--- config.mk ---
export PLATFORM = sky130hd
export DESIGN_NAME = bcc_top
export DESIGN_NICKNAME = d
export VERILOG_FILES = /design/src/hw/bcc_pkg.sv /design/src/hw/bcc_top.sv
export SDC_FILE = /design/constraint.sdc
export NUM_CORES = 1
export LEC_CHECK = 0
export ABC_AREA = 1
export BUFFER_PORTS_ARGS = -buffer_cell sky130_fd_sc_hd__buf_2
export CORE_ASPECT_RATIO = 0.6
export CORE_MARGIN = 1
export CORE_UTILIZATION = 25
export CTS_CLUSTER_SIZE = 12
export DETAILED_ROUTE_END_ITERATION = 10
export GPL_ROUTABILITY_DRIVEN = 0
export PLACE_DENSITY_LB_ADDON = 0.08
export RECOVER_POWER = 100
export SLEW_MARGIN = 20
export SYNTH_ARGS = -nofsm -noshare
export SYNTH_HDL_FRONTEND = slang
export SYNTH_SLANG_ARGS = --single-unit
export TNS_END_PERCENT = 10
--- constraint.sdc ---
create_clock -name clock_i -period 2.5 [get_ports clock_i]
set_input_delay 0.625 -clock clock_i [delete_from_list [all_inputs] [get_ports clock_i]]
set_output_delay 0.625 -clock clock_i [all_outputs]
set_load 0.02 [all_outputs]
--- src/hw/bcc_pkg.sv ---
package bcc_pkg;

	// ----------------------------------------------------------------
	// Register addresses
	// ----------------------------------------------------------------
	localparam logic [3:0] A_SEC1  = 4'h0;
	localparam logic [3:0] A_SEC10 = 4'h1;
	localparam logic [3:0] A_MIN1  = 4'h2;
	localparam logic [3:0] A_MIN10 = 4'h3;
	localparam logic [3:0] A_HR1   = 4'h4;
	localparam logic [3:0] A_HR10  = 4'h5;
	localparam logic [3:0] A_DAY1  = 4'h6;
	localparam logic [3:0] A_DAY10 = 4'h7;
	localparam logic [3:0] A_MON1  = 4'h8;
	localparam logic [3:0] A_MON10 = 4'h9;
	localparam logic [3:0] A_YR1   = 4'ha;
	localparam logic [3:0] A_YR10  = 4'hb;
	localparam logic [3:0] A_WEEK  = 4'hc;
	localparam logic [3:0] A_CTL_D = 4'hd;
	localparam logic [3:0] A_CTL_E = 4'he;
	localparam logic [3:0] A_CTL_F = 4'hf;

	// ----------------------------------------------------------------
	// Field positions
	// ----------------------------------------------------------------
	localparam int D_HOLD = 0;
	localparam int D_IRQ  = 2;
	localparam int D_ADJ  = 3;
	localparam int F_REST = 0;
	localparam int F_STOP = 1;
	localparam int F_24H  = 2;
	localparam int H_PM   = 2;

	// ----------------------------------------------------------------
	// Reset values
	// ----------------------------------------------------------------
	localparam logic [3:0] CE_RST = 4'h0;
	localparam logic [2:0] CF_RST = 3'h4;
	localparam logic [3:0] DIGIT_ONE = 4'h1;

	// ----------------------------------------------------------------
	// Timing
	// ----------------------------------------------------------------
	localparam int unsigned CLK_MHZ       = 200;
	localparam real         STD_PULSE_MS  = 7.8125;
	localparam int unsigned STD_PULSE_CYC = int'(STD_PULSE_MS * 1000.0 * CLK_MHZ);
	localparam int unsigned ADJ_US        = 125;
	localparam int unsigned ADJ_ROUND_CYC = ADJ_US * CLK_MHZ;
	localparam int          CNT_W         = 21;
	localparam int          PRE_W         = 15;
	localparam int          SUB_W         = 9;

	// ----------------------------------------------------------------
	// Carriers
	// ----------------------------------------------------------------
	typedef struct packed {
		logic       t1;
		logic       t0;
		logic       pulse_mode_select;
		logic       mask;
	} bcc_ctl_e_t;

	typedef struct packed {
		logic       xt;
		logic       ale;
		logic       sel_n;
		logic       pvs;
		logic       rd_n;
		logic       wr_n;
		logic [3:0] addr;
		logic [3:0] data;
	} bcc_pins_t;

	localparam bcc_pins_t PINS_RST = '{xt: 1'b0, ale: 1'b0, sel_n: 1'b1, pvs: 1'b0,
		rd_n: 1'b1, wr_n: 1'b1, addr: 4'h0, data: 4'h0};

endpackage : bcc_pkg

--- src/hw/bcc_top.sv ---
`timescale 1ns/100ps
// ----------------------------------------------------------------
// Contract
// RULE1 - Data port is four bits, bit 0 least significant.
// RULE2 - Address passes while strobe high and select low, held after.
// RULE3 - Write stores data on write strobe rising edge when selected.
// RULE4 - Read drives addressed register while selected and read low.
// RULE5 - Read and write low together: no drive.
// RULE6 - Selects gate strobes; power valid independent of latch strobe.
// RULE7 - Timing pulse is open drain, active low, ignores selects.
// RULE8 - Counter digits hold positive BCD.
// RULE9 - 24h: afternoon flag ignored, reads 0; 12h bit2 as written.
// RULE10 - Leap years from two-digit year give February 29 days.
// RULE11 - Nonexistent day becomes day one of next month at day carry.
// RULE12 - Weekday counts 0 to 6 and wraps.
// RULE13 - Count freeze blocks one-second increment of unit seconds.
// RULE14 - Host touches counters only when busy reads 0 under freeze.
// RULE15 - Carry during freeze applied after freeze clears.
// RULE16 - Power valid select low forces count freeze to 0.
// RULE17 - Control D bit 1 is read-only busy.
// RULE18 - Pending flag reads 1 exactly while pulse output is low.
// RULE19 - Interrupt mode: low until flag written 0; new events dropped.
// RULE20 - Standard mode: low until cleared or 7.8125 ms elapse.
// RULE21 - Host writes 1 to pending flag when changing other D bits.
// RULE22 - Rounding bit self-clears after 125 us.
// RULE23 - Pending flag cleared only by writing 0; set only by logic. Code also clears it at standard pulse end and while mask is set.
// RULE24 - Unimplemented bits ignore writes, read 0.
// RULE25 - Counters at 0 to C, control at D to F.
// ----------------------------------------------------------------
module bcc_top
	import bcc_pkg::*;
#(
	parameter int unsigned PULSE_CYC = STD_PULSE_CYC,
	parameter int unsigned ADJ_CYC   = ADJ_ROUND_CYC
) (
	input  wire logic       clock_i,
	input  wire logic       nrst_i,
	input  wire logic       clk_en_i,
	input  wire logic       xt_i,
	input  wire logic [3:0] addr_i,
	input  wire logic       latch_strobe_i,
	input  wire logic       primary_select_n_i,
	input  wire logic       power_valid_select_i,
	input  wire logic       rd_n_i,
	input  wire logic       wr_n_i,
	input  wire logic [3:0] data_i,
	output logic      [3:0] data_o,
	output logic            data_oe_o,
	output logic            timing_pulse_out_o,
	output logic            timing_pulse_out_oe_o
);

	bcc_pins_t        pins, p1_q, p2_q;
	logic             xt_prev_q, wr_prev_q;
	logic [3:0]       addr_q, addr, wd, rd_val;
	logic             sel, wr_evt, rd_on;
	logic [3:0]       sec1_q, min1_q, hr1_q, day1_q, mon1_q, yr1_q, yr10_q;
	logic [2:0]       sec10_q, min10_q, hr10_q, week_q;
	logic [1:0]       day10_q;
	logic             mon10_q;
	logic             hold_q, adj_q, busy_q, irq_q, irq_d, pend_q;
	bcc_ctl_e_t       e_q;
	logic [2:0]       f_q;
	logic [PRE_W-1:0] pre_q;
	logic [CNT_W-1:0] adj_cnt_q, pcnt_q;
	logic             xt_rise, tick64, tick1, adj_done, adj_up, sec_step;
	logic             c_min, c_hr, c_day, c_mon, c_yr, h24, leap, ev, pulse_end, clr_wr;
	logic [5:0]       last_day;

	// BCD digit step, wraps past nine
	function automatic logic [3:0] inc4(input logic [3:0] v);
		inc4 = (v >= 4'h9) ? 4'h0 : v + 4'h1;
	endfunction : inc4

	// ----------------------------------------------------------------
	// Pin synchronisers
	// ----------------------------------------------------------------
	assign pins = '{xt: xt_i, ale: latch_strobe_i, sel_n: primary_select_n_i, pvs: power_valid_select_i,
		rd_n: rd_n_i, wr_n: wr_n_i, addr: addr_i, data: data_i};

	// Two stages; edge detectors look only at the second
	always_ff @(posedge clock_i) begin
		if (!nrst_i) begin
			p1_q      <= PINS_RST;
			p2_q      <= PINS_RST;
			xt_prev_q <= 1'b0;
			wr_prev_q <= 1'b1;
		end else if (clk_en_i) begin
			p1_q      <= pins;
			p2_q      <= p1_q;
			xt_prev_q <= p2_q.xt;
			wr_prev_q <= p2_q.wr_n;
		end
	end

	// ----------------------------------------------------------------
	// Host bus decode
	// ----------------------------------------------------------------
	assign sel    = p2_q.pvs & ~p2_q.sel_n;                           // [RULE6]
	assign addr   = (p2_q.ale & ~p2_q.sel_n) ? p2_q.addr : addr_q;    // [RULE2]
	assign wd     = p2_q.data;                                        // [RULE1]
	assign wr_evt = clk_en_i & sel & ~wr_prev_q & p2_q.wr_n;          // [RULE3]
	assign rd_on  = sel & ~p2_q.rd_n & p2_q.wr_n;                     // [RULE4] [RULE5]
	assign clr_wr = wr_evt & (addr == A_CTL_D) & ~wd[D_IRQ];          // [RULE23]
	assign h24    = f_q[F_24H];

	// Address latch, transparent while strobe high and select low
	always_ff @(posedge clock_i) begin
		if (!nrst_i) begin
			addr_q <= 4'h0;
		end else if (clk_en_i && p2_q.ale && !p2_q.sel_n) begin
			addr_q <= p2_q.addr;                                      // [RULE2]
		end
	end

	// Read mux; missing bits read as zero
	always_comb begin
		unique case (addr)                                            // [RULE25]
			A_SEC1:  rd_val = sec1_q;
			A_SEC10: rd_val = {1'b0, sec10_q};                        // [RULE24]
			A_MIN1:  rd_val = min1_q;
			A_MIN10: rd_val = {1'b0, min10_q};
			A_HR1:   rd_val = hr1_q;
			A_HR10:  rd_val = {1'b0, hr10_q[H_PM] & ~h24, hr10_q[1:0]}; // [RULE9]
			A_DAY1:  rd_val = day1_q;
			A_DAY10: rd_val = {2'b00, day10_q};
			A_MON1:  rd_val = mon1_q;
			A_MON10: rd_val = {3'b000, mon10_q};
			A_YR1:   rd_val = yr1_q;
			A_YR10:  rd_val = yr10_q;
			A_WEEK:  rd_val = {1'b0, week_q};
			A_CTL_D: rd_val = {adj_q, irq_q, busy_q, hold_q};         // [RULE17] [RULE18]
			A_CTL_E: rd_val = e_q;
			A_CTL_F: rd_val = {1'b0, f_q};
		endcase
	end

	// Registered data drive; a clash of strobes keeps the port off
	always_ff @(posedge clock_i) begin
		if (!nrst_i) begin
			data_o    <= 4'h0;
			data_oe_o <= 1'b0;
		end else if (clk_en_i) begin
			data_o    <= rd_val;
			data_oe_o <= rd_on;                                       // [RULE4] [RULE5]
		end
	end

	// ----------------------------------------------------------------
	// Control registers D, E, F
	// ----------------------------------------------------------------
	assign adj_done = adj_q && (adj_cnt_q == CNT_W'(ADJ_CYC - 1));
	assign adj_up   = adj_done && (sec10_q >= 3'h3);

	// Freeze, rounding, mode bits
	always_ff @(posedge clock_i) begin
		if (!nrst_i) begin
			hold_q    <= 1'b0;
			adj_q     <= 1'b0;
			adj_cnt_q <= '0;
			e_q       <= CE_RST;
			f_q       <= CF_RST;
		end else if (clk_en_i) begin
			adj_cnt_q <= adj_q ? adj_cnt_q + 1'b1 : '0;
			if (adj_done) begin
				adj_q     <= 1'b0;                                    // [RULE22]
				adj_cnt_q <= '0;
			end
			if (wr_evt && addr == A_CTL_D) begin
				hold_q <= wd[D_HOLD];                                 // [RULE13]
				if (wd[D_ADJ]) adj_q <= 1'b1;                         // [RULE22]
			end
			if (wr_evt && addr == A_CTL_E) e_q <= wd;
			if (wr_evt && addr == A_CTL_F) begin
				f_q[F_REST] <= wd[F_REST];
				f_q[F_STOP] <= wd[F_STOP];
				// Hour mode only changes while the divider is in reset
				if (f_q[F_REST]) f_q[F_24H] <= wd[F_24H];
			end
			if (!p2_q.pvs) hold_q <= 1'b0;                            // [RULE16]
		end
	end

	// ----------------------------------------------------------------
	// Time base from the crystal
	// ----------------------------------------------------------------
	assign xt_rise = p2_q.xt & ~xt_prev_q;
	assign tick64  = xt_rise & ~f_q[F_STOP] & ~f_q[F_REST] & (&pre_q[SUB_W-1:0]);
	assign tick1   = tick64 & (&pre_q);
	assign sec_step = pend_q & ~hold_q & ~wr_evt & ~adj_done;         // [RULE13]

	// Divider, busy window and retained second carry
	always_ff @(posedge clock_i) begin
		if (!nrst_i) begin
			pre_q  <= '0;
			pend_q <= 1'b0;
			busy_q <= 1'b0;
		end else if (clk_en_i) begin
			if (f_q[F_REST]) pre_q <= '0;
			else if (xt_rise && !f_q[F_STOP]) pre_q <= pre_q + 1'b1;
			pend_q <= tick1 | (pend_q & ~sec_step);                   // [RULE15]
			busy_q <= pend_q | (&pre_q) | adj_q;                      // [RULE17] [RULE14]
		end
	end

	// ----------------------------------------------------------------
	// Calendar chain
	// ----------------------------------------------------------------
	always_comb begin
		leap = yr10_q[0] ? (yr1_q == 4'h2 || yr1_q == 4'h6)           // [RULE10]
			: (yr1_q == 4'h0 || yr1_q == 4'h4 || yr1_q == 4'h8);
		unique case ({mon10_q, mon1_q})
			5'h02:                      last_day = leap ? 6'h29 : 6'h28;
			5'h04, 5'h06, 5'h09, 5'h11: last_day = 6'h30;
			default:                    last_day = 6'h31;
		endcase
		c_min = (sec_step && sec10_q == 3'h5 && sec1_q == 4'h9) || adj_up;
		c_hr  = c_min && min10_q == 3'h5 && min1_q == 4'h9;
		c_day = c_hr && (h24 ? (hr10_q[1] && hr1_q == 4'h3)
			: (hr10_q[H_PM] && hr10_q[0] && hr1_q == 4'h1));
		// Greater-or-equal also catches a day that does not exist
		c_mon = c_day && ({day10_q, day1_q} >= last_day);             // [RULE11]
		c_yr  = c_mon && mon10_q && mon1_q == 4'h2;
	end

	// Digits; a host write wins over counting in that cycle
	always_ff @(posedge clock_i) begin
		if (!nrst_i) begin
			{sec1_q, sec10_q, min1_q, min10_q, hr1_q, hr10_q} <= '0;
			{day10_q, mon10_q, yr1_q, yr10_q, week_q}          <= '0;
			day1_q <= DIGIT_ONE;
			mon1_q <= DIGIT_ONE;
		end else if (clk_en_i) begin
			if (wr_evt) begin
				case (addr)                                           // [RULE3] [RULE8] [RULE24]
					A_SEC1:  sec1_q  <= wd;
					A_SEC10: sec10_q <= wd[2:0];
					A_MIN1:  min1_q  <= wd;
					A_MIN10: min10_q <= wd[2:0];
					A_HR1:   hr1_q   <= wd;
					A_HR10:  hr10_q  <= {wd[H_PM] & ~h24, wd[1:0]};   // [RULE9]
					A_DAY1:  day1_q  <= wd;
					A_DAY10: day10_q <= wd[1:0];
					A_MON1:  mon1_q  <= wd;
					A_MON10: mon10_q <= wd[0];
					A_YR1:   yr1_q   <= wd;
					A_YR10:  yr10_q  <= wd;
					A_WEEK:  week_q  <= wd[2:0];
					default: ;
				endcase
			end else begin
				if (adj_done) begin
					sec1_q  <= 4'h0;
					sec10_q <= 3'h0;
				end else if (sec_step) begin                          // [RULE8]
					sec1_q <= inc4(sec1_q);
					if (sec1_q == 4'h9) sec10_q <= (sec10_q == 3'h5) ? 3'h0 : sec10_q + 3'h1;
				end
				if (c_min) begin
					min1_q <= inc4(min1_q);
					if (min1_q == 4'h9) min10_q <= (min10_q == 3'h5) ? 3'h0 : min10_q + 3'h1;
				end
				if (c_hr && h24) begin
					if (hr10_q[1] && hr1_q == 4'h3) begin
						hr1_q       <= 4'h0;
						hr10_q[1:0] <= 2'h0;
					end else begin
						hr1_q <= inc4(hr1_q);
						if (hr1_q == 4'h9) hr10_q[1:0] <= hr10_q[1:0] + 2'h1;
					end
				end else if (c_hr) begin
					// Twelve-hour face runs 12, 1 .. 11; flag flips at 11 to 12
					if (hr10_q[0] && hr1_q == 4'h2) begin
						hr1_q     <= DIGIT_ONE;
						hr10_q[0] <= 1'b0;
					end else if (hr10_q[0] && hr1_q == 4'h1) begin
						hr1_q        <= 4'h2;
						hr10_q[H_PM] <= ~hr10_q[H_PM];
					end else begin
						hr1_q <= inc4(hr1_q);
						if (hr1_q == 4'h9) hr10_q[0] <= 1'b1;
					end
				end
				if (c_day) begin
					week_q <= (week_q >= 3'h6) ? 3'h0 : week_q + 3'h1; // [RULE12]
					if (c_mon) begin
						day1_q  <= DIGIT_ONE;                         // [RULE11]
						day10_q <= 2'h0;
					end else begin
						day1_q <= inc4(day1_q);
						if (day1_q == 4'h9) day10_q <= day10_q + 2'h1;
					end
				end
				if (c_mon) begin
					if (c_yr) begin
						mon1_q  <= DIGIT_ONE;
						mon10_q <= 1'b0;
					end else if (mon1_q == 4'h9) begin
						mon1_q  <= 4'h0;
						mon10_q <= 1'b1;
					end else begin
						mon1_q <= mon1_q + 4'h1;
					end
				end
				if (c_yr) begin
					yr1_q <= inc4(yr1_q);
					if (yr1_q == 4'h9) yr10_q <= inc4(yr10_q);
				end
			end
		end
	end

	// ----------------------------------------------------------------
	// Timing pulse and pending flag
	// ----------------------------------------------------------------
	always_comb begin
		unique case ({e_q.t1, e_q.t0})
			2'b00: ev = tick64;
			2'b01: ev = sec_step;
			2'b10: ev = c_min;
			2'b11: ev = c_hr;
		endcase
		pulse_end = ~e_q.pulse_mode_select & irq_q & (pcnt_q == CNT_W'(PULSE_CYC - 1)); // [RULE20]
		irq_d = irq_q;
		if (clr_wr || pulse_end) irq_d = 1'b0;                        // [RULE23] [RULE20]
		if (ev) irq_d = 1'b1;                                         // [RULE19]
		if (e_q.mask) irq_d = 1'b0;
	end

	// Flag and pin share one next value, so they never disagree
	always_ff @(posedge clock_i) begin
		if (!nrst_i) begin
			irq_q                 <= 1'b0;
			pcnt_q                <= '0;
			timing_pulse_out_o    <= 1'b0;
			timing_pulse_out_oe_o <= 1'b0;
		end else if (clk_en_i) begin
			irq_q                 <= irq_d;
			pcnt_q                <= (irq_d && irq_q && !pulse_end && !clr_wr) ? pcnt_q + 1'b1 : '0;
			timing_pulse_out_o    <= 1'b0;                            // [RULE7]
			timing_pulse_out_oe_o <= irq_d;                           // [RULE18]
		end
	end
endmodule : bcc_top

==> results.md, run 1 <==
- Status: finished with violations
- Violated checks: setup timing
- Hold path cells: 3
- Synth Area in Compound Gates: 0.153
- Crit path top cell by count: nand2_1
- Multi-input logic area: 4810 um^2
- Net count reported at finish: 1402
- N_diodes: 0
- HPWL after detailed placement: 21.3 mm
- Iteration-0 DRC Markers: 585
- Die Wd: 241 um
- Post-detailed-route wirelength per cell: 15.4 um
- Share of layout cells above drive strength 1: 0.176
- Hold Path Class: in -> reg
- Syn Nets: 1300
- Worst hold slack: 0.386 ns
- CP Launch Type: flip-flop
- 1st-pass router iterations: 5
- First-pass GRT wire length: 44.0 mm
- Critical path's slowest cell: dfxtp_4
- Buffers on Ports: 22
- Total GRT Usage: 0.165
- Pin count of the biggest net entering global routing: 49
- Critical Path AT: 2.92 ns
- Seq. cell area: 3030 um^2
- Ys Warns: 0
- Fill count: 3629
- Final Max Tran Viols: 0
- Die area: 34900 um^2
- Ys flop type: dfxtp_1
- Number of I/O pins: 24
- Cell area power density: 503 nW/um^2
- Worst path max stage delay: 0.38 ns
- TritonCTS clock tree: done
- Root Driver: clkbuf_16
- Clk slew on worst S/H paths: 0.07 ns
- Actual slew at the worst max-slew pin: 0.526 ns
- Antenna violations before repair: 0
- Number of global-route vias before repair: 7417
- Max Buffers Root-to-Sink: 2
- Number of remaining DRC errors: 0
- Multiplexer share of the synthesized area: 0
- Avg Synthesized Cell Area: 6.81 um^2
- Die span in y: 145 um
- Tot Pwr: 0.00527 W
- CP required: 2.88 ns
- Largest family of logic cells by synthesized area: simple AND/OR/NAND/NOR gates
- Final std cells w/o fill: 1815
- Clock Sinks: 151
- Crit. End Element: flip-flop
- Synth-to-layout area growth: 22.7%
- Cell leakage power: 4.45 nW
- Synth Area in XOR/XNOR: 0.0246
- #FFs+latches synth: 151
- Worst setup margin: -0.0352 ns
- Asr flop ratio synth: 0
- Final Hold Vio Count: 0
- Max-Slew Margin vs Limit: 0.650
- R2R depth: 21
- Worst-path cell chain: inv_4, nor2_4, inv_2, nor3_4, a31oi_1, o211ai_1, o31ai_2, ha_1, nor2_1, nand3_1, nand2_1, nand2_1, a21oi_2, nor2_1, nand3_2, nand2_4, buf_6, nand4_4, nand2_1, nand2_1, nor2_1
- Max-cap viol count: 0
- Max VDD drop: 0.468 mV
- Final wirelength: 27.9 mm
- RSZ-0062 raised after global routing: true
- Post-synthesis instance total: 1253
- Mapped Area: 8540 um^2
- Setup total negative slack: -0.189 ns
- Post-synth EDFFs: 0
- CTS buffer count: 17
- Crit path max fanout: 8
- Synth cell types: 55
- Via count: 8161
- Vias/cell: 4.50
- Setup Viol. Count Final: 8
- Final Cycle Share: 1.01
- Cts hold-fix bufs: 0
- Fin crit period: 2.54 ns
- Starting Density: 0.259
- Antenna-violating nets left: 0
- Setup CP Type: reg -> reg
- Post-synthesis sequential area ratio: 0.354
- Clock Latency Late Sink: 0.45 ns
- Worst slack, placed: -0.203 ns
- Overflow after GRT: 0
- Row count: 51
- Simple-gate area share of the yosys netlist: 0.332
- Clk_skew: 0.0117 ns
- Core area: 33000 um^2
- Dpl cells: 1783
- H-tree lvl count: 4
- Adder-cell share of the synthesized area: 0.0440
- Fmax: 0.394 GHz
power breakdown:
part / internal, W / total (W) / switching (W)
clock network: 0.00138 / 0.00249 / 0.00111
registers: 0.00245 / 0.00248 / 0.0000344
logic: 0.0000962 / 0.000295 / 0.000199
worst max-delay path, delay by kind of cell, from the launching register on:
kind	cells	cell delay (ns)
AND/OR/NAND/NOR	13	1.15
adder cells (fa/ha/maj)	1	0.29
flip-flops	1	0.38
AO/OA/AOI/OAI	4	0.44
buffers and inverters	3	0.22
final cells by class:
| type | instances | share of cell area |
|---|---|---|
| Clock inverter | 10 | 0.00955 |
| Clock buffer | 19 | 0.0423 |
| Multi-Input combinational cell | 905 | 0.459 |
| Tap cell | 450 | 0.0537 |
| Timing Repair Buffer | 120 | 0.0882 |
| Inverter | 160 | 0.0576 |
| Sequential cell | 151 | 0.289 |
metrics by stage:
stage                util  area, um^2
detailed placement  0.297        9810
global route        0.318       10500
finish              0.318       10500
CTS                 0.316       10400
floorplan               -        8540
global placement    0.297        9810
placed cells by master, fill, tap and decap left out, types with 7 or more instances in the layout:
| cell | count |
|---|---|
| nand2_1 | 233 |
| nor2_1 | 204 |
| dfxtp_1 | 149 |
| inv_1 | 142 |
| buf_4 | 87 |
| o21ai_0 | 84 |
| a21oi_1 | 70 |
| nand3_1 | 66 |
| ha_1 | 30 |
| nor3_1 | 27 |
| buf_2 | 22 |
| xor2_1 | 17 |
| clkbuf_16 | 17 |
| nor2_2 | 15 |
| inv_2 | 15 |
| o22ai_1 | 14 |
| nand4_1 | 13 |
| a31oi_1 | 12 |
| o211ai_1 | 8 |
| nand2_2 | 8 |
| o21ai_2 | 8 |
| o21ai_1 | 8 |
| nor2_4 | 7 |
| xnor2_1 | 7 |
| nand3_2 | 7 |
synth_stat cells, drive strengths merged, types with 12 or more instances:
master,instances,area (um^2)
a21oi,74,374
a31oi,12,75.1
buf,18,111
clkbuf,19,72.6
dfxtp,151,3020
ha,30,375
inv,158,593
nand2,243,940
nand3,74,408
nand4,17,149
nor2,226,918
nor3,32,175
o21ai,102,548
o22ai,14,87.6
xor2,17,149
cells by family (layout without fill, tap and decap cells):
logic type               after synthesis  after routing
AND/OR/NAND/NOR                      620            620
AO/OA/AOI/OAI                        230            230
buffers and inverters                197            309
flip-flops                           151            151
adder cells (fa/ha/maj)               30             30
XOR/XNOR                              24             24
other                                  1              1
what timing repair did:
action,4_1_cts,5_1_grt
endpoints found under the setup margin,19,22
gates resized for setup,15,19
pin swaps,3,6
setup buffers,1,2
hold endpoints to repair,0,0
state kept, by name, summed over array words and instances (netlist names), 4 cells and up:
signal and flops:
mon1_q 4, hr1_q 4, adj_cnt_q 21, day1_q 4, pre_q 15, sec1_q 4
pcnt_q 21, data_o 4, p2_q 10, e_q 4, min1_q 4, wd 4
p1_q 14, yr1_q 4, addr_q 4, yr10_q 4
metal layers:
layer / global-route usage / wire, um / vias to the layer above
met5: 0 / 0 / -
met2: 0.194 / 9620 / 130
met1: 0.282 / 16900 / 3701
li1: - / - / 4308
met4: 0.0417 / 248 / 0
met3: 0.0322 / 1120 / 22
path summary, 6_finish.rpt:
check	startpoint	to	slack [ns]
hold reg to reg	pre_q[4]	pre_q[4]	0.45
hold / removal	rd_n_i	p1_q[9]	0.39
setup reg to reg	mon1_q[0]	yr1_q[0]	-0.04
setup / recovery	mon1_q[0]	yr1_q[0]	-0.04
(Power assumes the default switching activity.)
==> run 2: changes to the inputs <==
- CTS_BUF_LIST: not set -> sky130_fd_sc_hd__clkbuf_4
- SLEW_MARGIN: 20 -> 0
==> run 2 against run 1 <==
  * The run still ends with setup timing left
  * Sequential share of layout area increased by 0.88 points
  * Non-clock buffer count is 2 lower
  * Clock power decreased by 41%
  * Utilization decreased by 0.94 points
  * Clock-buffer cell count decreased by 1
  * Sequential power about the same
  * Critical endpoint unchanged
  * Highest routed layer unchanged
==> results.md, run 2 (synthesis gave the netlist of run 1 again) <==
- Status: finished with violations
- Violated checks: setup timing
- Number of global-route vias before repair: 7377 (-0.54%)
- Most frequent cells in the layout: 233 x nand2_1, 204 x nor2_1, 149 x dfxtp_1
- CTS buffer count: 17 (unchanged)
- H-tree lvl count: 4 (unchanged)
- Crit path top cell by count: nand2_1
- TritonCTS clock tree: done
- Critical Path End: yr1_q[0]
- RSZ-0062 raised after global routing: true
- Cell leakage power: 4.31 nW (-3.1%)
- Row count: 51 (unchanged)
- Max-cap viol count: 0 (unchanged)
- Critical path's slowest cell: dfxtp_4
- Final Instance Area: 10200 um^2 (-3.0%)
- Critical Path AT: 3.12 ns (+0.20 ns)
- R2R depth: 21 (unchanged)
- Setup CP Type: reg -> reg
- Actual slew at the worst max-slew pin: 0.530 ns (+0.00484 ns)
- Fmax: 0.391 GHz (-0.95%)
- Net count reported at finish: 1400 (-0.14%)
- Final wirelength: 27.7 mm (-0.75%)
- WL met1: 16.7 mm (-0.88%)
- Biggest regs: adj_cnt_q (21), pcnt_q (21), pre_q (15)
- Highest metal used: met4
- CP required: 3.06 ns (+0.18 ns)
- Fin crit period: 2.56 ns (+0.0244 ns)
- Number of remaining DRC errors: 0 (unchanged)
- Buffers on Ports: 22 (unchanged)
- Final Hold Vio Count: 0 (unchanged)
- Total GRT Usage: 0.165 (-0.000657)
- Crit path max fanout: 8 (unchanged)
- Pin count of the biggest net entering global routing: 49 (unchanged)
- Clock Latency Late Sink: 0.62 ns (+0.17 ns)
- Worst r2r src: mon1_q[0]
- Die span in y: 145 um (unchanged)
- Antenna violations before repair: 1 (+1)
- Overflow after GRT: 0 (unchanged)
- Number of I/O pins: 24 (unchanged)
- Commonest non-fill, non-tap cell in the layout: nand2_1
- Synth-to-layout area growth: 19.1%
- Post-detailed-route wirelength per cell: 15.2 um (-0.75%)
- Max-Slew Margin vs Limit: 0.646 (-0.00323)
- Die Wd: 241 um (unchanged)
- Final Cycle Share: 1.02 (+0.00976)
- Clk slew on worst S/H paths: 0.14 ns (+0.07 ns)
- Share of layout cells above drive strength 1: 0.176 (+0.000258)
- Worst-path cell chain: inv_4, nor2_4, inv_2, nor3_4, a31oi_1, o211ai_1, o31ai_2, ha_1, nor2_1, nand3_1, nand2_1, nand2_1, a21oi_2, nor2_1, nand3_2, nand2_4, buf_6, nand4_4, nand2_1, nand2_1, nor2_1
- Antenna-violating nets left: 0 (unchanged)
- Post-DP Area: 9810 um^2 (unchanged)
- Clk_skew: 0.0290 ns (+0.0173 ns)
- Reg-to-reg endpoint: yr1_q[0]
- HPWL after detailed placement: 21.3 mm (unchanged)
- Worst setup margin: -0.0596 ns (-0.0244 ns)
- Final Max Tran Viols: 0 (unchanged)
- Vias/cell: 4.48 (-0.39%)
- Die area: 34900 um^2 (unchanged)
- Via count: 8129 (-0.39%)
- Setup Viol. Count Final: 14 (+6)
- Max VDD drop: 0.236 mV (-50%)
- CP Launch Type: flip-flop
- Core area: 33000 um^2 (unchanged)
- Worst hold slack: 0.210 ns (-0.177 ns)
- Levels on crit path: 21 (unchanged)
- Worst path buffer plus inverter count: 3 (unchanged)
- Wire length on met3: 1.25 mm (+12%)
- Fill count: 3668 (+1.1%)
- Reg2reg setup slack: -0.06 ns (-0.02 ns)
- Root Driver: clkbuf_4
- Iteration-0 DRC Markers: 578 (-1.2%)
- Starting Density: 0.259 (unchanged)
- Hold Path Class: in -> reg
- Worst path max stage delay: 0.41 ns (+0.03 ns)
- Max Buffers Root-to-Sink: 2 (unchanged)
- Worst Setup SP: mon1_q[0]
- Cell area power density: 417 nW/um^2 (-17%)
- 1st-pass router iterations: 5 (unchanged)
- Crit. End Element: flip-flop
- Clock Sinks: 151 (unchanged)
- First-pass GRT wire length: 43.9 mm (-0.25%)
- Wire length on met2: 9.48 mm (-1.5%)
- Worst path top cell family by delay: simple AND/OR/NAND/NOR gates
## run 2: through the flow
step / utilization / instances / total power [W] / setup slack (ns) / TNS, ns
global placement: 0.297 / 1783 / 0.00284 / -0.153 / -1.24
detailed placement: 0.297 / 1783 / 0.00284 / -0.203 / -2.89
global route: 0.308 / 1815 / 0.00449 / -0.269 / -4.18
finish: 0.308 / 1815 / 0.00425 / -0.0596 / -0.560
floorplan: - / 1253 / 0.00272 / 0.0397 / 0
CTS: 0.307 / 1813 / 0.00434 / -0.0566 / -0.484
## run 2: timing repair
action,in CTS,in global routing
resized for setup,16,19
hold buffers,0,0
buffers inserted,1,0
gates cloned,0,0
endpoints found under the setup margin,19,22
pin swaps,6,4
## run 2: area by class of cell
cell class                      instances  area, um^2  share of cell area
Clock inverter                         11         104              0.0102
Inverter                              160         603              0.0593
Clock buffer                           18         135              0.0133
Timing Repair Buffer                  118         913              0.0898
Multi-Input combinational cell        905        4810               0.473
Antenna cell                            2        5.00            0.000492
Sequential cell                       151        3030               0.298
Tap cell                              450         563              0.0554
## run 2: worst min path at each step
stage | start | end | slack [ns] | depth (start not counted)
global route | xt_i | p1_q[13] | 0.16 | 3
detailed placement | pre_q[4] | pre_q[4] | 0.44 | 2
floorplan | pre_q[4] | pre_q[4] | 0.42 | 2
global placement | pre_q[4] | pre_q[4] | 0.43 | 2
CTS | rd_n_i | p1_q[9] | 0.14 | 3
finish | rd_n_i | p1_q[9] | 0.21 | 3
## run 2: layer usage
layer | vias to the layer above | global-route usage
li1 | 4297 | -
met1 | 3697 | 0.282
met2 | 122 | 0.193
met3 | 13 | 0.0379
met4 | 0 | 0.0303
met5 | - | 0
## run 2: report_power, final
part           internal (W)  leakage (nW)  switching (W)
logic             0.0000969          2.96       0.000199
clock network      0.000489         0.120       0.000975
registers           0.00245          1.23      0.0000342
## run 2: worst min-delay path, delay by kind of cell
kind	cells	cell delay [ns]
AND/OR/NAND/NOR	2	0.10
buffers and inverters	1	0.07
==> run 3: changes to the inputs <==
- CORE_ASPECT_RATIO: 0.6 -> not set
- CTS_BUF_LIST: sky130_fd_sc_hd__clkbuf_4 -> sky130_fd_sc_hd__clkbuf_8
- SLEW_MARGIN: 0 -> 40
==> run 3 against run 2 <==
  * The run still ends with setup timing left
  * Routed wire length down 5.4%
  * Fmax up 1.4%
  * Power up 14%
  * Final area down 0.27%
  * Critical path depth unchanged
  * First-iteration DRC count down 25%
  * Die area about the same
  * Utilization down 0.58 points
  * Worst setup slack better by 0.036 ns
  * Clock skew down 0.013 ns
  * Critical path type unchanged
  * Non-clock buffer count down 12
  * Hold slack better by 0.14 ns
==> results.md, run 3 (synthesis gave the netlist of run 1 again) <==
- Final wirelength: 26.2 mm (-5.4%)
- Number of remaining DRC errors: 0 (unchanged)
- Clk network pwr share: 0.433 (+0.088)
- CTS buffer count: 17 (unchanged)
- Via count: 8197 (+0.84%)
- Starting Density: 0.255 (-0.00418)
- CP required: 2.92 ns (-0.14 ns)
- Commonest non-fill, non-tap cell in the layout: nand2_1
- Clock Latency Late Sink: 0.48 ns (-0.14 ns)
- Hold Path Class: in -> reg
- Synth-to-layout area growth: 18.8%
- Switching Share: 0.270 (-0.0145)
- Sequential share of power: 0.511 (-0.074)
- Worst path buffer plus inverter count: 4 (+1)
- Setup total negative slack: -0.0273 ns (+0.533 ns)
- Comb pwr share: 0.056 (-0.014)
- H-tree lvl count: 4 (unchanged)
- Final Cycle Share: 1.01 (-0.0144)
- Violated checks: setup timing
- Worst hold slack: 0.347 ns (+0.137 ns)
- Core area: 33500 um^2 (+1.6%)
- Overflow after GRT: 0 (unchanged)
- Clk slew on worst S/H paths: 0.10 ns (-0.04 ns)
- Final Max Tran Viols: 0 (unchanged)
- Row count: 67 (+31%)
- N_diodes: 0 (-2)
- Worst setup margin: -0.0237 ns (+0.0360 ns)
- 1st-pass router iterations: 5 (unchanged)
- Fmax: 0.396 GHz (+1.4%)
- Iteration-0 DRC Markers: 435 (-25%)
- HPWL after detailed placement: 19.8 mm (-7.4%)
- Most frequent cells in the layout: 232 x nand2_1, 206 x nor2_1, 148 x dfxtp_1
- Number of I/O pins: 24 (unchanged)
- Crit path max fanout: 3 (-5)
- Actual slew at the worst max-slew pin: 1.09 ns (+0.555 ns)
- Cts hold-fix bufs: 0 (unchanged)
- Fin crit period: 2.52 ns (-0.0360 ns)
- Fill count: 3801 (+3.6%)
- Buffers on Ports: 22 (unchanged)
- Pin count of the biggest net entering global routing: 29 (-41%)
- Clk_skew: 0.0165 ns (-0.0126 ns)
- Cell leakage power: 4.27 nW (-0.93%)
- Number of global-route vias before repair: 7891 (+7.0%)
- Biggest regs: adj_cnt_q (21), pcnt_q (21), pre_q (15)
- Worst path max stage delay: 0.39 ns (-0.02 ns)
- Vias/cell: 4.55 (+1.6%)
- Cell area power density: 479 nW/um^2 (+15%)
- Max-cap viol count: 0 (unchanged)
- Dpl cells: 1762 (-1.2%)
- Antenna violations before repair: 0 (-1)
- Die area: 34900 um^2 (about the same)
- Clock Sinks: 151 (unchanged)
- Crit. End Element: flip-flop
- Post-detailed-route wirelength per cell: 14.5 um (-4.7%)
- Crit path top cell by count: nor2_1
- Setup CP Type: reg -> reg
- First-pass GRT wire length: 42.7 mm (-2.7%)
- Worst slack, placed: -0.122 ns (+0.0810 ns)
- Critical path's slowest cell: dfxtp_4
- Status: finished with violations
- Die span in y: 187 um (+29%)
- CP Launch Type: flip-flop
- Critical Path AT: 2.95 ns (-0.17 ns)
- Sw power: 0.00131 W (+8.6%)
- Net count reported at finish: 1388 (-0.86%)
- Setup Viol. Count Final: 2 (-12)
- Max VDD drop: 0.326 mV (+38%)
- TritonCTS clock tree: done
- Max-Slew Margin vs Limit: 0.277 (-0.370)
- Max Buffers Root-to-Sink: 2 (unchanged)
- Final std cells w/o fill: 1801 (-0.77%)
- Worst path top cell family by delay: simple AND/OR/NAND/NOR gates
- RSZ-0062 raised after global routing: true
- Tot Pwr: 0.00486 W (+14%)
- Antenna-violating nets left: 0 (unchanged)
- Final Hold Vio Count: 0 (unchanged)
- Int Power: 0.00355 W (+17%)
- Die Wd: 187 um (-22%)
- Share of layout cells above drive strength 1: 0.154 (-0.0223)
- Root Driver: clkbuf_8
- Worst-path cell chain: inv_4, nor2_4, inv_2, nor3_4, a31oi_1, o211ai_1, o31ai_1, ha_1, nor2_1, nand3_1, nand2_1, nand2_1, a21oi_2, nor2_1, nand3_2, nand2_4, buf_6, buf_4, o21ai_1, nor2_1, nor2_1
- Total GRT Usage: 0.155 (-0.00939)
## run 3: cell types whose count changed in the layout (fill, tap and decap cells not counted), sizes merged
| cell | previous run | this run |
|---|---|---|
| inv | 160 | 163 |
| clkinv | 6 | 7 |
| bufinv | 1 | 3 |
| clkinvlp | 4 | 1 |
| clkbuf | 19 | 33 |
| buf | 117 | 90 |
| diode | 2 | 0 |
## run 3: layout make-up
class / instances / area (um^2) / area share
clock buffers: 17 / 234 / 0.0231
clock inverters: 14 / 194 / 0.0191
inverters: 160 / 606 / 0.0597
multi-input cells: 905 / 4770 / 0.471
flip-flops and latches: 151 / 3030 / 0.299
well taps: 448 / 561 / 0.0553
repair buffers: 106 / 743 / 0.0733
## run 3: path summary, 6_finish.rpt
kind           endpoint  depth (start not counted)       from  slack [ns]
min             p1_q[9]                          3     rd_n_i        0.35
min reg2reg    pre_q[4]                          2   pre_q[4]        0.45
max          day10_q[0]                         21  mon1_q[0]       -0.02
max reg2reg  day10_q[0]                         21  mon1_q[0]       -0.02
## run 3: repair_timing
action                     in CTS  in global routing
pin swaps                       2                 12
setup endpoints to repair      19                 32
gates resized for setup        11                 23
gates cloned                    0                  0
setup buffers                   5                  3
## run 3: routing by layer
metal	global-route usage	vias to the layer above	routed length [um]
li1	-	4266	-
met1	0.213	3812	13300
met2	0.249	103	11800
met3	0.0290	16	770
met4	0.0378	0	298
met5	0	-	0
## run 3: metrics by stage
step	utilization	area (um^2)
detailed placement	0.287	9630
global route	0.302	10100
CTS	0.302	10100
finish	0.302	10100
floorplan	-	8540
global placement	0.287	9630
## run 3: worst reg2reg max path, stage by stage, from the launching register on
cell	delay, ns
dfxtp_4	0.39
inv_4	0.04
nor2_4	0.08
inv_2	0.05
nor3_4	0.12
a31oi_1	0.05
o211ai_1	0.17
o31ai_1	0.10
ha_1	0.29
nor2_1	0.09
nand3_1	0.07
nand2_1	0.06
nand2_1	0.05
a21oi_2	0.12
nor2_1	0.06
nand3_2	0.10
nand2_4	0.07
buf_6	0.14
buf_4	0.13
o21ai_1	0.13
nor2_1	0.06
nor2_1	0.09
## run 3: power by group through the flow
stage	clock [W]	sequential [W]	combinational (W)
after CTS	0.00223	0.00248	0.000284
after floorplan	0	0.00253	0.000183
final	0.00211	0.00248	0.000272
after global routing	0.00231	0.00249	0.000311
after global placement	0	0.00254	0.000282
after detailed placement	0	0.00254	0.000282
